File: src/common/drp_pkg.sv
// Constants for the reference profile register bank of the first digital loop.
package drp_pkg;

    // ********************************************************************
    // Register indices; the byte address on the bus is four times these.
    // ********************************************************************
    localparam int DRP_NUM_REGS = 14;
    localparam logic [11:0] DRP_IDX_BASE = 12'h0440;
    localparam logic [11:0] DRP_IDX_REF_A_PRIORITY_ENABLE = 12'h0440;
    localparam logic [11:0] DRP_IDX_REF_A_BW_SCALE_LOW = 12'h0441;
    localparam logic [11:0] DRP_IDX_REF_A_BW_SCALE_HIGH = 12'h0442;
    localparam logic [11:0] DRP_IDX_REF_A_LOOP_FILTER_SELECT = 12'h0443;
    localparam logic [11:0] DRP_IDX_REF_A_INT_DIV_LOW = 12'h0444;
    localparam logic [11:0] DRP_IDX_REF_A_INT_DIV_MID = 12'h0445;
    localparam logic [11:0] DRP_IDX_REF_A_INT_DIV_TOP = 12'h0446;
    localparam logic [11:0] DRP_IDX_REF_A_FRAC_NUM_LOW = 12'h0447;
    localparam logic [11:0] DRP_IDX_REF_A_FRAC_NUM_MID = 12'h0448;
    localparam logic [11:0] DRP_IDX_REF_A_FRAC_NUM_TOP = 12'h0449;
    localparam logic [11:0] DRP_IDX_REF_A_FRAC_MOD_LOW = 12'h044A;
    localparam logic [11:0] DRP_IDX_REF_A_FRAC_MOD_MID = 12'h044B;
    localparam logic [11:0] DRP_IDX_REF_A_FRAC_MOD_TOP = 12'h044C;
    localparam logic [11:0] DRP_IDX_REF_B_PRIORITY_ENABLE = 12'h044D;

    // ********************************************************************
    // Slot numbers inside the bank (index minus base).
    // ********************************************************************
    localparam int DRP_S_A_PRIO = 0;
    localparam int DRP_S_BW_LO = 1;
    localparam int DRP_S_BW_HI = 2;
    localparam int DRP_S_FILT = 3;
    localparam int DRP_S_INT_LO = 4;
    localparam int DRP_S_INT_MID = 5;
    localparam int DRP_S_INT_TOP = 6;
    localparam int DRP_S_NUM_LO = 7;
    localparam int DRP_S_NUM_MID = 8;
    localparam int DRP_S_NUM_TOP = 9;
    localparam int DRP_S_MOD_LO = 10;
    localparam int DRP_S_MOD_MID = 11;
    localparam int DRP_S_MOD_TOP = 12;
    localparam int DRP_S_B_PRIO = 13;

    // ********************************************************************
    // Field positions.
    // ********************************************************************
    localparam int DRP_ENABLE_BIT = 0;
    localparam int DRP_PRIO_LSB = 1;
    localparam int DRP_PRIO_MSB = 2;
    localparam int DRP_FILTER_BIT = 1;

    // ********************************************************************
    // Values after reset and writable bits, per slot.
    // ********************************************************************
    localparam logic [7:0] DRP_RESET [DRP_NUM_REGS] = '{
        8'h01, 8'hF4, 8'h01, 8'h00, 8'hCB, 8'h07, 8'h00,
        8'h04, 8'h00, 8'h00, 8'h05, 8'h00, 8'h00, 8'h01};
    localparam logic [7:0] DRP_WMASK [DRP_NUM_REGS] = '{
        8'h07, 8'hFF, 8'hFF, 8'h02, 8'hFF, 8'hFF, 8'h01,
        8'hFF, 8'hFF, 8'h7F, 8'hFF, 8'hFF, 8'h7F, 8'h07};

    localparam logic [15:0] DRP_BW_SCALE_RESET = 16'h01F4;
    localparam logic [16:0] DRP_INT_DIV_RESET = 17'h0_07CB;
    localparam logic [22:0] DRP_FRAC_NUM_RESET = 23'h00_0004;
    localparam logic [22:0] DRP_FRAC_MOD_RESET = 23'h00_0005;

    typedef enum logic {DRP_SEL_REF_A, DRP_SEL_REF_B} drp_ref_sel_t;

endpackage : drp_pkg

File: src/hdl/drp_profile_regs.sv
// Reference profile register bank of the first digital loop, on APB.
//
// Behaviour
// - Reference A priority in bits [2:1], 0 highest, resets to 0.
// - Bit 0 enables locking to reference A; resets to 1.
// - Reference B priority register mirrors A: priority [2:1], enable bit 0.
// - Reference A bandwidth is 16 bits over two bytes, 0.1 Hz per count.
// - Bandwidth scaling factor resets to 500, a 50 Hz loop.
// - Filter bit 1 picks normal or high phase margin; resets to normal.
// - Integer divider minus one is 17 bits over three bytes.
// - Integer divider field resets to 0x007CB, dividing by 1996.
// - Fractional numerator is 23 bits over three bytes, resets to 4.
// - Fractional modulus is 23 bits like the numerator, resets to 5.
`timescale 1ns/100ps
`default_nettype none

module drp_profile_regs #(
    parameter int ADDR_W = 16
) (
    // Clock, reset and clock enable
    input wire logic pclk,
    input wire logic presetn,
    input wire logic pce,
    // APB slave
    input wire logic psel,
    input wire logic penable,
    input wire logic pwrite,
    input wire logic [ADDR_W-1:0] paddr,
    input wire logic [31:0] pwdata,
    input wire logic [3:0] pstrb,
    output logic [31:0] prdata,
    output logic pready,
    output logic pslverr,
    // Reference currently selected by the loop
    input wire drp_pkg::drp_ref_sel_t ref_sel,
    // Profile of reference B, held by the neighbouring bank
    input wire logic [15:0] ref_b_bw_scale,
    input wire logic ref_b_filter_high_pm,
    input wire logic [16:0] ref_b_fb_integer_part,
    input wire logic [22:0] ref_b_fb_frac_numerator,
    input wire logic [22:0] ref_b_fb_frac_modulus,
    // Switchover settings of both references
    output logic [1:0] ref_input_a_priority,
    output logic ref_input_a_enable,
    output logic [1:0] ref_input_b_priority,
    output logic ref_input_b_enable,
    // Profile of the selected reference, to the first digital loop
    output logic [15:0] sel_bw_scale,
    output logic sel_filter_high_pm,
    output logic [16:0] sel_fb_integer_part,
    output logic [17:0] sel_effective_integer_divide,
    output logic [22:0] sel_fb_frac_numerator,
    output logic [22:0] sel_fb_frac_modulus
);
    import drp_pkg::*;

    // ********************************************************************
    // Address decode
    // ********************************************************************
    logic [7:0] regs_q [DRP_NUM_REGS];
    logic [ADDR_W-3:0] word_idx;
    logic [ADDR_W-3:0] slot_wide;
    logic [3:0] slot;
    logic hit;
    logic setup;
    logic wr_take;

    assign word_idx = paddr[ADDR_W-1:2];
    assign slot_wide = word_idx - (ADDR_W-2)'(DRP_IDX_BASE);
    assign slot = slot_wide[3:0];
    // Unaligned addresses are treated as unmapped rather than aliased.
    assign hit = (paddr[1:0] == 2'b00)
        && (word_idx >= (ADDR_W-2)'(DRP_IDX_BASE))
        && (word_idx <= (ADDR_W-2)'(DRP_IDX_REF_B_PRIORITY_ENABLE));
    assign setup = psel && !penable;
    assign wr_take = pce && psel && penable && pready && pwrite && hit
        && pstrb[0];

    // ********************************************************************
    // Bus answer
    // ********************************************************************
    // The answer is prepared in the setup cycle, so an access phase takes exactly
    // one cycle when pce is high in the setup cycle, and prdata comes straight from a register.
    always_ff @(posedge pclk or negedge presetn) begin
        if (!presetn) begin
            pready <= 1'b0;
        end else if (pce) begin
            pready <= setup;
        end
    end

    always_ff @(posedge pclk or negedge presetn) begin
        if (!presetn) begin
            pslverr <= 1'b0;
        end else if (pce) begin
            pslverr <= setup && !hit;
        end
    end

    always_ff @(posedge pclk or negedge presetn) begin
        if (!presetn) begin
            prdata <= 32'h0000_0000;
        end else if (pce) begin
            if (setup && !pwrite && hit) begin
                prdata <= {24'h00_0000, regs_q[slot]};
            end else if (setup) begin
                prdata <= 32'h0000_0000;
            end
        end
    end

    // ********************************************************************
    // Register storage
    // ********************************************************************
    // Only the low byte lane carries data; reserved bits are masked at
    // write time so that they can never hold a one.
    for (genvar i = 0; i < DRP_NUM_REGS; i++) begin : g_reg
        always_ff @(posedge pclk or negedge presetn) begin
            if (!presetn) begin
                regs_q[i] <= DRP_RESET[i];
            end else if (wr_take && (slot == 4'(i))) begin
                regs_q[i] <= pwdata[7:0] & DRP_WMASK[i];
            end
        end
    end

    // ********************************************************************
    // Field assembly
    // ********************************************************************
    logic [15:0] a_bw_scale;
    logic a_filter_high_pm;
    logic [16:0] a_int_part;
    logic [22:0] a_frac_num;
    logic [22:0] a_frac_mod;

    assign a_bw_scale = {regs_q[DRP_S_BW_HI], regs_q[DRP_S_BW_LO]};
    assign a_filter_high_pm = regs_q[DRP_S_FILT][DRP_FILTER_BIT];
    assign a_int_part = {regs_q[DRP_S_INT_TOP][0],
        regs_q[DRP_S_INT_MID], regs_q[DRP_S_INT_LO]};
    assign a_frac_num = {regs_q[DRP_S_NUM_TOP][6:0],
        regs_q[DRP_S_NUM_MID], regs_q[DRP_S_NUM_LO]};
    assign a_frac_mod = {regs_q[DRP_S_MOD_TOP][6:0],
        regs_q[DRP_S_MOD_MID], regs_q[DRP_S_MOD_LO]};

    // ********************************************************************
    // Switchover settings
    // ********************************************************************
    always_ff @(posedge pclk or negedge presetn) begin
        if (!presetn) begin
            ref_input_a_priority <= 2'h0;
            ref_input_a_enable <= 1'b1;
            ref_input_b_priority <= 2'h0;
            ref_input_b_enable <= 1'b1;
        end else if (pce) begin
            ref_input_a_priority <=
                regs_q[DRP_S_A_PRIO][DRP_PRIO_MSB:DRP_PRIO_LSB];
            ref_input_a_enable <= regs_q[DRP_S_A_PRIO][DRP_ENABLE_BIT];
            ref_input_b_priority <=
                regs_q[DRP_S_B_PRIO][DRP_PRIO_MSB:DRP_PRIO_LSB];
            ref_input_b_enable <= regs_q[DRP_S_B_PRIO][DRP_ENABLE_BIT];
        end
    end

    // ********************************************************************
    // Profile of the selected reference
    // ********************************************************************
    // The stored field is the divider minus one, so the loop is handed the
    // true integer part; this costs one adder but saves it in the loop.
    always_ff @(posedge pclk or negedge presetn) begin
        if (!presetn) begin
            sel_bw_scale <= DRP_BW_SCALE_RESET;
            sel_filter_high_pm <= 1'b0;
            sel_fb_integer_part <= DRP_INT_DIV_RESET;
            sel_effective_integer_divide <= {1'b0, DRP_INT_DIV_RESET}
                + 18'h0_0001;
            sel_fb_frac_numerator <= DRP_FRAC_NUM_RESET;
            sel_fb_frac_modulus <= DRP_FRAC_MOD_RESET;
        end else if (pce) begin
            unique case (ref_sel)
                DRP_SEL_REF_A: begin
                    sel_bw_scale <= a_bw_scale;
                    sel_filter_high_pm <= a_filter_high_pm;
                    sel_fb_integer_part <= a_int_part;
                    sel_effective_integer_divide <=
                        {1'b0, a_int_part} + 18'h0_0001;
                    sel_fb_frac_numerator <= a_frac_num;
                    sel_fb_frac_modulus <= a_frac_mod;
                end
                DRP_SEL_REF_B: begin
                    sel_bw_scale <= ref_b_bw_scale;
                    sel_filter_high_pm <= ref_b_filter_high_pm;
                    sel_fb_integer_part <= ref_b_fb_integer_part;
                    sel_effective_integer_divide <=
                        {1'b0, ref_b_fb_integer_part} + 18'h0_0001;
                    sel_fb_frac_numerator <= ref_b_fb_frac_numerator;
                    sel_fb_frac_modulus <= ref_b_fb_frac_modulus;
                end
            endcase
        end
    end

    // ********************************************************************
    // Assertions
    // ********************************************************************
    // Flags that remember whether a field was written since reset, so the
    // reset values can be checked for as long as they should stand.
    logic bw_touched_q;
    logic int_touched_q;
    logic mod_touched_q;
    logic wr_bw;
    logic wr_int;
    logic wr_mod;

    assign wr_bw = wr_take && ((slot == 4'(DRP_S_BW_LO))
        || (slot == 4'(DRP_S_BW_HI)));
    assign wr_int = wr_take && (slot >= 4'(DRP_S_INT_LO))
        && (slot <= 4'(DRP_S_INT_TOP));
    assign wr_mod = wr_take && (slot >= 4'(DRP_S_MOD_LO))
        && (slot <= 4'(DRP_S_MOD_TOP));

    always_ff @(posedge pclk or negedge presetn) begin
        if (!presetn) begin
            bw_touched_q <= 1'b0;
            int_touched_q <= 1'b0;
            mod_touched_q <= 1'b0;
        end else if (pce) begin
            bw_touched_q <= bw_touched_q || wr_bw;
            int_touched_q <= int_touched_q || wr_int;
            mod_touched_q <= mod_touched_q || wr_mod;
        end
    end
endmodule : drp_profile_regs

`default_nettype wire

File: config.mk
export PLATFORM = sky130hd
export DESIGN_NAME = drp_profile_regs
export DESIGN_NICKNAME = d
export VERILOG_FILES = /design/src/common/drp_pkg.sv /design/src/hdl/drp_profile_regs.sv
export SDC_FILE = /design/constraint.sdc
export NUM_CORES = 1
export LEC_CHECK = 0
export BUFFER_PORTS_ARGS = -buffer_cell sky130_fd_sc_hd__buf_2
export CORE_UTILIZATION = 50
export DETAILED_ROUTE_END_ITERATION = 12
export GPL_ROUTABILITY_DRIVEN = 0
export GPL_TIMING_DRIVEN = 0
export HOLD_SLACK_MARGIN = 0.1
export MAX_ROUTING_LAYER = met4
export PLACE_DENSITY = 0.81
export SETUP_SLACK_MARGIN = 0.4
export SYNTH_ARGS = -nofsm -noshare
export SYNTH_HDL_FRONTEND = slang
export SYNTH_SLANG_ARGS = --single-unit
File: constraint.sdc
create_clock -name pclk -period 4.1 [get_ports pclk]
set_input_delay 0.82 -clock pclk [delete_from_list [all_inputs] [get_ports pclk]]
set_output_delay 0.82 -clock pclk [all_outputs]
set_load 0.03 [all_outputs]
Yosys cells after proc, flatten, opt, wreduce, memory -nomap -nowiden
Index checks and enable logic that the tools add are counted.
{"block": "totals", "regBits": 224, "in_bits": 139, "out_inout_bits": 138}
{"block": "op_classes", "add_sub_neg": 3, "n_lt_le_gt_ge": 3, "eq_ne": 13, "n_mux": 11, "n_bitwise": 2, "n_reduce_logical": 33}
{"cell": "23-bit case mux with 2 select lines", "count": 2}
{"cell": "32-bit two-way mux", "count": 2}
{"cell": "17-bit by 1-bit adder with 18-bit output, second input constant", "count": 2}
{"cell": "18-bit case mux with 2 select lines", "count": 1}
{"cell": "17-bit case mux with 2 select lines", "count": 1}
{"cell": "8-bit binary-select mux with 4-bit select", "count": 1}
{"cell": "16-bit case mux with 2 select lines", "count": 1}
{"cell": "1-bit logical AND", "count": 26}
{"cell": "4-bit equality test, second input constant", "count": 6}
{"cell": "4-bit by 3-bit equality test with 1-bit output, second input constant", "count": 4}
{"cell": "8-bit two-way mux", "count": 2}
{"cell": "14-bit by 11-bit greater-or-equal comparator with 1-bit output, second input constant", "count": 1}
{"cell": "14-bit by 11-bit less-or-equal comparator with 1-bit output, second input constant", "count": 1}
{"cell": "4-bit by 2-bit equality test with 1-bit output, second input constant", "count": 2}
{"cell": "5-bit greater-or-equal comparator, second input constant", "count": 1}
{"cell": "4-bit NOT with 5-bit output", "count": 1}
{"cell": "4-bit by 1-bit equality test with 1-bit output, second input constant", "count": 1}
{"cell": "4-bit logical NOT", "count": 1}
{"cell": "4-bit by 1-bit subtractor with 4-bit output, second input constant", "count": 1}
{"cell": "1-bit logical NOT", "count": 3}
{"cell": "2-bit logical NOT", "count": 1}
{"cell": "1-bit case mux with 2 select lines", "count": 1}
{"cell": "2-bit AND reduction", "count": 1}
{"cell": "2-bit nonzero test", "count": 1}
{"cell": "1-bit NOT", "count": 1}

Logic depth before layout (Yosys ltp)
Gate-level depths: netlist of run 1.
{"block": "depth", "ltp_word": 7, "mapped_depth": 10}

Least setup slack after synthesis of run 1
OpenSTA, ideal clock, no wires.
{"block": "synth_path", "path_kind": "input-to-reg", "from": "in ref_sel", "to": "reg sel_effective_integer_divide[14]", "setup_time_ns": 0.138, "arrival_ns": 2.850, "path_slack_ns": 1.112, "stages": 10, "path_buffers": 4, "path_cell_list": "buf_2 buf_2 buf_2 buf_2 mux2_2 ha_1 nand4_1 a221o_1 o31ai_1 o211ai_1"}
{"block": "synth_between", "elab_chain_len": 2}
{"element": "start, declared", "line": "drp_profile_regs.sv:35", "source": "input wire drp_pkg::drp_ref_sel_t ref_sel,"}
{"element": "1-bit NOT", "line": "drp_profile_regs.sv:179", "source": "unique case (ref_sel)"}
{"element": "18-bit case mux with 2 select lines (*)", "line": "drp_profile_regs.sv:179"}
{"element": "end signal, assigned", "line": "drp_profile_regs.sv:174", "source": "sel_effective_integer_divide <= {1'b0, DRP_INT_DIV_RESET}"}
{"element": "end signal, assigned", "line": "drp_profile_regs.sv:184", "source": "sel_effective_integer_divide <="}
{"element": "end signal, assigned", "line": "drp_profile_regs.sv:193", "source": "sel_effective_integer_divide <="}
{"element": "end, declared", "line": "drp_profile_regs.sv:51", "source": "output logic [17:0] sel_effective_integer_divide,"}
Every way passes the cells marked *; elsewhere a longest branch is shown, timed or not.
A chain may end at the register's enable or synchronous reset.

Worst setup path after layout of run 1
{"block": "layout_path", "from": "in ref_sel", "to": "reg sel_effective_integer_divide[8]"}
Same word-level chain as after synthesis.

==> results.tsv, run 1 <==
metric	value	unit
chipHeight	143	um
wl_met2	13.4	mm
holdBufCountCts	0	
cts_max_level	4	
synth_edf_count	0	
core	19500	um^2
clockBufferDepth	2	
fin_crit_sh	0.761	
drt_iter0_drc	706	
cts-buffers-inserted	17	
synth.top_cell.area_share	0.391	
worstPathMaxFanout	10	
dieArea	20400	um^2
cts_tree	done	
synthArstFlopShare	1.00	
start_util	0.510	
vias_per_cell	5.63	
r2r_slack	1.76	ns
grt_pass1_vias	7468	
vias	7823	
cts_sinks	200	
grt_max_degree	117	
synth.avg_cell_area	11.8	um^2
synth_area	9930	um^2
synth_cells	844	
met1_length	12.1	mm
dr_wl_met3	2.02	mm
grt_use_total	0.295	
path_clk_slew	0.07	ns
post_cts_resized	0	
place_area	11500	um^2
slew_viol_final	0	
r2r-end	regs_q[105]	
status	finished clean	
synth_flop_cell	dfrtp_1	
ir_worst_vdd	0.000281	V
endpoint_kind	flop	
cts_setup_buffers	0	
final_util	0.621	
final_area	12100	um^2
drt_wl_total	28.6	mm
relSlewSlack	0.409	
worstSetupStartpointType	input port	
power	4.58	mW
r2r-start	pready	
synth_common_cells	155 x dfrtp_1, 93 x mux2_2, 91 x nor2_1, 85 x mux2i_1, 74 x a21oi_1	
std_cell_rows	51	
clk_latency	0.44	ns
synth_warnings	0	
setup_viol	0	
drtAntennaViolNets	0	
drv_cap	0	
io_pins	277	
p_per_area	379	nW/um^2
final_cells	1389	
top_layer_used	met4	
cp.required	4.47	ns
reg2reg_depth	5	
post-dp-hpwl	20.9	mm
synth.most_common_cell	dfrtp_1	
max_freq	321	MHz
path_class	in2reg	
cts_root_buf	clkbuf_16	
pre_cts_slack	0.599	ns
antenna_found_initial	5	
port_buffers	219	
dr.pass1.iters	5	
timing.hold.ws	0.440	ns
ys_ff_latch	200	
yosys.cell_types.count	60	
avgRoutedWirePerCell	20.6	um
final_nets	1246	
dp.cells	1352	
post-synth-top-area-cell	dfrtp_1	
fin_ws	0.980	ns
min_period	3.12	ns
area_delta_synth_final	21.7	%
worst_pin_slew	0.886	ns
final.setup.tns	0	ns
netlist_top_cells_area	dfrtp_1 39%, dfstp_2 12%, mux2_2 11%	
cp.arrival	3.49	ns
hold_path_class	in2async	
grt_pass1_wl	43.0	mm
die_x	143	um
nFillCells	1537	
drc	0	
p_leak	5.98	nW
yosysSeqAreaShare	0.510	
drive_gt1_frac	0.423	
rsz0062_at_grt	false	
report.final.hold_viol_count	0	
finClkSkew	0.00912	ns
grt_overflow	0	
kinds of logic (layout without fill, tap and decap cells):
logic type	count (synthesis)	in the layout	synth area share
xor+xnor	8	8	0.00706
simple gates	198	198	0.108
mux	201	201	0.232
fa+ha+maj	1	1	0.00126
buf+inv	91	343	0.0484
compound gates	144	144	0.0929
other cells	1	29	0.000378
flops	200	200	0.510
layout make-up:
| class | instances | area (um^2) | area share |
|---|---|---|---|
| Multi-Input combinational cell | 576 | 4470 | 0.370 |
| Buffer | 82 | 447 | 0.0370 |
| Tap cell | 265 | 332 | 0.0274 |
| Clock inverter | 15 | 166 | 0.0138 |
| Timing Repair Buffer | 220 | 1130 | 0.0938 |
| Antenna cell | 5 | 12.5 | 0.00104 |
| Inverter | 9 | 33.8 | 0.00280 |
| Sequential cell | 200 | 5060 | 0.419 |
| Clock buffer | 17 | 425 | 0.0352 |
metal layers:
metal,GRT usage,vias to the layer above
li1,-,3553
met1,0.392,3818
met2,0.446,385
met3,0.0493,67
met4,0.127,0
met5,-,-
report_power, final:
part           switching [mW]  total, mW  internal, mW  leakage [nW]
clock                   0.798       1.71         0.912         0.285
sequential             0.0485       2.13          2.08          2.49
combinational           0.512      0.745         0.232          3.20
worst max-delay path: stages:
cell,delay (ns)
buf_2,0.16
buf_2,0.25
buf_2,0.28
buf_2,0.35
mux2_2,0.25
ha_1,0.27
nand4b_1,0.21
a221oi_2,0.47
xnor2_1,0.13
mux2_2,0.28
layout by cell type (no fill, tap or decap), types with 7 or more instances in the layout:
master       n
mux2_4      15
nand4_1     11
buf_4       24
inv_1        9
mux2i_1     85
nor2_1      91
buf_1        7
o211ai_1     9
a21oi_1     74
nor4_4       7
dfrtp_1    155
a221o_1      7
conb_1      24
mux4_2       8
dfstp_2     45
nand3_1     17
o31ai_1     11
o21ai_0     10
mux2_2      93
clkbuf_16   17
buf_2      233
nand2_1     31
clkbuf_1    32
worst max path at each step:
stage / from / to / cells past startpoint
4_1_cts: ref_sel / sel_effective_integer_divide[8] / 10
3_5_place_dp: ref_sel / sel_effective_integer_divide[8] / 10
5_1_grt: ref_sel / sel_effective_integer_divide[8] / 10
6_report: ref_sel / sel_effective_integer_divide[8] / 10
2_1_floorplan: ref_sel / sel_effective_integer_divide[14] / 10
3_3_place_gp: presetn / sel_fb_frac_modulus[6] / 1
flip-flops by register name, summed over array words and instances, names as in the netlist, 17 cells and up:
signal	cells
sel_effective_integer_divide	18
a_int_part	17
a_frac_mod	23
sel_fb_integer_part	17
sel_fb_frac_numerator	23
a_frac_num	23
sel_fb_frac_modulus	23
No activity file was read; power rests on OpenSTA's default activity.
==> run 2: changes to the inputs <==
Clock period 4.1 ns to 3.18 ns, I/O delays scaled along.
==> results.tsv, run 2 (synthesis results as in run 1) <==
metric	value	unit	change
drc	0		unchanged
critical-path-max-stage-delay	0.43	ns	was 0.47 ns
p_sw	1.80	mW	was 1.36 mW
grt_pass1_wl	44.4	mm	was 43.0 mm
worstSetupStartpointType	input port		unchanged
avgRoutedWirePerCell	20.8	um	was 20.6 um
dr.pass1.iters	5		unchanged
slew_viol_final	0		unchanged
power.share.combinational	0.164		was 0.163
clockPowerShare	0.372		was 0.373
drv_cap	0		unchanged
hold_path_class	in2async		unchanged
dr_wl_met3	1.86	mm	was 2.02 mm
path_buf_inv	4		unchanged
top_layer_used	met4		unchanged
relSlewSlack	0.404		was 0.409
die_x	143	um	unchanged
clockBufferDepth	2		unchanged
mostFrequentLayoutCells	230 x buf_2, 155 x dfrtp_1, 93 x mux2_2		was 233 x buf_2, 155 x dfrtp_1, 93 x mux2_2
holdBufCountCts	0		unchanged
pre_cts_slack	-0.0454	ns	was 0.599 ns
path_class	in2reg		unchanged
drt_iter0_drc	705		was 706
drive_gt1_frac	0.424		was 0.423
final_util	0.622		was 0.621
fin_ws	0.538	ns	was 0.980 ns
path_clk_slew	0.07	ns	about the same
p_per_area	487	nW/um^2	was 379 nW/um^2
vias	7908		was 7823
switching_share	0.306		was 0.297
cpMaxStageDelayCell	a221o_1		was a221oi_2
final_area	12100	um^2	about the same
seq_power_share	0.464		about the same
cp.arrival	2.95	ns	was 3.49 ns
grt_max_degree	111		was 117
p_leak	6.00	nW	was 5.98 nW
mostFrequentLayoutCell	buf_2		unchanged
cts-buffers-inserted	17		unchanged
place_area	11500	um^2	about the same
met1_length	12.3	mm	was 12.1 mm
cts_setup_buffers	0		unchanged
grt_pass1_vias	7784		was 7468
cts_sinks	200		unchanged
cts_tree	done		unchanged
worstPathMaxFanout	10		unchanged
fin_crit_sh	0.831		
nFillCells	1585		was 1537
cp_top_family	buffers and inverters		unchanged
ir_worst_vdd	0.000370	V	was 0.000281 V
crit_chain	buf_2, clkbuf_4, buf_4, buf_6, mux2_2, ha_2, nand4_1, a221o_1, o31ai_1, o211ai_1		was buf_2, buf_2, buf_2, buf_2, mux2_2, ha_1, nand4b_1, a221oi_2, xnor2_1, mux2_2
grt_overflow	0		unchanged
cts_root_buf	clkbuf_16		unchanged
wl_met2	13.7	mm	was 13.4 mm
post-dp-hpwl	21.2	mm	was 20.9 mm
core	19500	um^2	unchanged
cts_max_level	4		unchanged
regArea	5060	um^2	unchanged
drtAntennaViolNets	0		unchanged
antenna_found_initial	6		was 5
port_buffers	219		unchanged
status	finished clean		unchanged
report.final.hold_viol_count	0		unchanged
final_nets	1246		unchanged
start_util	0.510		unchanged
vias_per_cell	5.69		was 5.63
std_cell_rows	51		unchanged
area_delta_synth_final	22.0	%	was 21.7%
endpoint_kind	flop		unchanged
min_period	2.64	ns	
dieArea	20400	um^2	unchanged
chipHeight	143	um	unchanged
power	5.90	mW	was 4.58 mW
max_freq	379	MHz	
setup_viol	0		unchanged
rsz0062_at_grt	false		unchanged
finClkSkew	0.00889	ns	was 0.00912 ns
multi_input_area	4490	um^2	was 4470 um^2
clk_latency	0.44	ns	about the same
io_pins	277		unchanged
drt_wl_total	29.0	mm	was 28.6 mm
cp.required	3.49	ns	was 4.47 ns
grt_use_total	0.303		was 0.295
p_int	4.10	mW	was 3.22 mW
worst_pin_slew	0.895	ns	was 0.886 ns
run 2: stage by stage:
stage          std cells  TNS, ns  hold WS, ns
6_report            1390        0        0.244
5_1_grt             1390        0        0.327
4_1_cts             1384        0        0.286
3_5_place_dp        1352   -0.109        0.463
3_3_place_gp        1351  -297.71        0.457
2_1_floorplan        867        0        0.340
run 2: cell type report:
class / instances / area share
clock inverter: 15 / 0.0134
antenna: 6 / 0.00124
timing repair buffer: 220 / 0.0936
tap: 265 / 0.0274
multi-input combinational: 576 / 0.371
inverter: 9 / 0.00279
sequential: 200 / 0.418
clock buffer: 17 / 0.0351
buffer: 82 / 0.0378
run 2: final timing paths:
check | from | end | slack (ns) | depth (start not counted)
max | ref_sel | sel_effective_integer_divide[14] | 0.54 | 10
min | presetn | sel_fb_integer_part[16] | 0.24 | 1
max reg2reg | pready | regs_q[105] | 0.92 | 5
min reg2reg | prdata[0] | prdata[0] | 0.48 | 2
max in group asynchronous | presetn | a_frac_mod[0] | 1.98 | 2
min in group pclk | prdata[0] | prdata[0] | 0.48 | 2
run 2: repair_timing:
item / 4_1_cts / 5_1_grt
gates resized for setup: 2 / 3
pin swaps: 0 / 1
setup endpoints to repair: 1 / 4
hold endpoints to repair: 0 / 0
run 2: power by group through the flow:
stage                     clock network (mW)  logic (mW)  registers [mW]
final                                   2.19       0.966            2.74
after CTS                               2.21       0.964            2.74
after global routing                    2.31        1.04            2.75
after detailed placement                   0       0.962            2.79
after floorplan                            0       0.360            3.03
after global placement                     0       0.938            2.79
run 2: per-layer routing:
| layer | GRT usage | vias to the layer above |
|---|---|---|
| li1 | - | 3553 |
| met1 | 0.394 | 3919 |
| met2 | 0.458 | 372 |
| met3 | 0.0580 | 64 |
| met4 | 0.140 | 0 |
| met5 | - | - |
==> run 3: changes to the inputs <==
Settings changed: ABC_AREA from default to 1.
Clock period 3.18 ns to 2.6 ns, I/O delays scaled along.
==> results.tsv, run 3 <==
metric	value	unit	change
final_area	12400	um^2	was 12100 um^2
start_util	0.509		was 0.510
yosysSeqAreaShare	0.492		was 0.510
mostFrequentLayoutCells	460 x nand2_1, 233 x buf_2, 156 x nor2_1		was 230 x buf_2, 155 x dfrtp_1, 93 x mux2_2
port_buffers	218		was 219
slew_viol_final	0		unchanged
max_freq	549	MHz	
synth_warnings	0		unchanged
worst_pin_slew	0.902	ns	was 0.895 ns
cp.arrival	2.20	ns	was 2.95 ns
final_nets	1760		was 1246
pre_cts_slack	0.439	ns	was -0.0454 ns
clockBufferDepth	2		unchanged
diodes	0		was 6
drc	0		unchanged
path_clk_slew	0.07	ns	about the same
fin_ws	0.780	ns	was 0.538 ns
grt_pass1_wl	49.9	mm	was 44.4 mm
grt_pass1_vias	9710		was 7784
yosys.cell_types.count	35		was 60
clk_latency	0.45	ns	was 0.44 ns
synth_area	10300	um^2	was 9930 um^2
cts_tree	done		unchanged
synth_flop_cell	dfrtp_1		unchanged
p_per_area	574	nW/um^2	was 487 nW/um^2
nFillCells	1775		was 1585
die_x	146	um	was 143 um
power	7.12	mW	was 5.90 mW
synth_edf_count	0		unchanged
cts_sinks	200		unchanged
avgRoutedWirePerCell	16.6	um	was 20.8 um
path_class	reg2reg		was in2reg
grt_max_degree	102		was 111
post_cts_resized	0		was 2
min_period	1.82	ns	
grt_use_total	0.313		was 0.303
ys_ff_latch	200		unchanged
synthArstFlopShare	1.00		unchanged
area_delta_synth_final	20.5	%	was 22.0%
drt_wl_total	31.6	mm	was 29.0 mm
vias_per_cell	5.40		was 5.69
drive_gt1_frac	0.242		was 0.424
final_util	0.613		was 0.622
synth_common_cells	460 x nand2_1, 156 x nor2_1, 155 x dfrtp_1, 154 x o21ai_0, 106 x nand3_1		was 155 x dfrtp_1, 93 x mux2_2, 91 x nor2_1, 85 x mux2i_1, 74 x a21oi_1
endpoint_kind	flop		unchanged
cts_root_buf	clkbuf_16		unchanged
relSlewSlack	0.399		was 0.404
report.final.hold_viol_count	0		unchanged
dieArea	21200	um^2	was 20400 um^2
setup_viol	0		unchanged
worstPathMaxFanout	5		was 10
synth.most_common_cell	nand2_1		was dfrtp_1
drt_iter0_drc	998		was 705
drtAntennaViolNets	0		unchanged
cts_max_level	4		unchanged
ir_worst_vdd	0.000441	V	was 0.000370 V
cts_setup_buffers	0		unchanged
cts-buffers-inserted	17		unchanged
worstSetupStartpointType	flop		was input port
grt_overflow	0		unchanged
finClkSkew	0.0101	ns	was 0.00889 ns
antenna_found_initial	0		was 6
synth_cells	1359		was 844
cp.required	2.98	ns	was 3.49 ns
hold_path_class	in2async		unchanged
post-synth-top-area-cell	dfrtp_1		unchanged
place_area	11800	um^2	was 11500 um^2
fin_crit_sh	0.700		
status	finished clean		unchanged
vias	10300		was 7908
holdBufCountCts	0		unchanged
rsz0062_at_grt	false		unchanged
post-dp-hpwl	23.5	mm	was 21.2 mm
netlist_top_cells_area	dfrtp_1 38%, nand2_1 17%, dfstp_2 11%		was dfrtp_1 39%, dfstp_2 12%, mux2_2 11%
io_pins	277		unchanged
synth.avg_cell_area	7.58	um^2	was 11.8 um^2
chipHeight	146	um	was 143 um
drv_cap	0		unchanged
core	20200	um^2	was 19500 um^2
std_cell_rows	52		was 51
mostFrequentLayoutCell	nand2_1		was buf_2
p_leak	6.56	nW	was 6.00 nW
synth.top_cell.area_share	0.377		was 0.391
dr.pass1.iters	6		was 5
==> run 3: changes by cell type in the layout (fill, tap and decap cells not counted), moves of 15 or more <==
cell / previous run / this run
a21oi_1: 74 / 13
nand2_1: 31 / 460
nor2_1: 91 / 156
mux2_2: 93 / 0
nand3_1: 17 / 106
mux2i_1: 85 / 0
o21ai_0: 10 / 154
mux2_4: 15 / 0
inv_1: 9 / 74
==> run 3: worst max-delay path, stage by stage (launching register included) <==
cell	delay, ns
dfstp_2	0.57
nand2_1	0.07
nand2_1	0.13
ha_1	0.24
nand2_2	0.10
nor2_4	0.11
nand3_1	0.12
nor2_2	0.23
nand2_1	0.08
nand2_1	0.06
nand2_1	0.05
==> run 3: area by class of cell <==
| cell class | count | area, um^2 | share of cell area |
|---|---|---|---|
| clock buffer | 19 | 443 | 0.0357 |
| multi-input combinational | 1003 | 4450 | 0.359 |
| tap | 270 | 338 | 0.0272 |
| timing repair buffer | 219 | 1130 | 0.0910 |
| sequential | 200 | 5060 | 0.408 |
| inverter | 79 | 297 | 0.0239 |
| clock inverter | 13 | 111 | 0.00898 |
| buffer | 100 | 572 | 0.0461 |
==> run 3: power breakdown <==
part	leakage, nW	switching, mW	internal (mW)
sequential	2.47	0.0765	3.28
combinational	3.82	0.877	0.340
clock	0.265	1.28	1.28
total	6.56	2.23	4.89
==> run 3: path summary, 6_finish.rpt <==
check	startpoint	endpoint	slack [ns]	cells after the start
max reg2reg	a_int_part[0]	sel_effective_integer_divide[10]	0.78	10
max in group asynchronous	presetn	a_frac_mod[2]	1.54	2
min reg2reg	a_int_part[9]	a_int_part[9]	0.47	2
max	a_int_part[0]	sel_effective_integer_divide[10]	0.78	10
min	presetn	sel_effective_integer_divide[0]	0.12	1
min in group pclk	pwdata[2]	a_frac_mod[2]	0.32	3
==> run 3: stage by stage <==
step                instances  TNS (ns)  hold slack, ns
floorplan                1382         0           0.224
global placement         1870   -393.93           0.452
detailed placement       1871         0           0.455
CTS                      1903         0           0.140
global route             1903         0           0.173
finish                   1903         0           0.116
==> run 3: metal layers <==
layer  up-vias  track usage  routed length, um
li1       4828            -                  -
met1      4702        0.404              12700
met2       613        0.479              14400
met3       124       0.0542               3050
met4         0        0.148               1470
met5         -            -                  0
==> run 3: kinds of logic after synthesis <==
logic type      Yosys count  share of synthesized area
buf+inv                 179                     0.0843
simple gates            781                      0.323
flops                   200                      0.492
fa+ha+maj                 1                    0.00122
compound gates          197                     0.0998
other cells               1                   0.000364
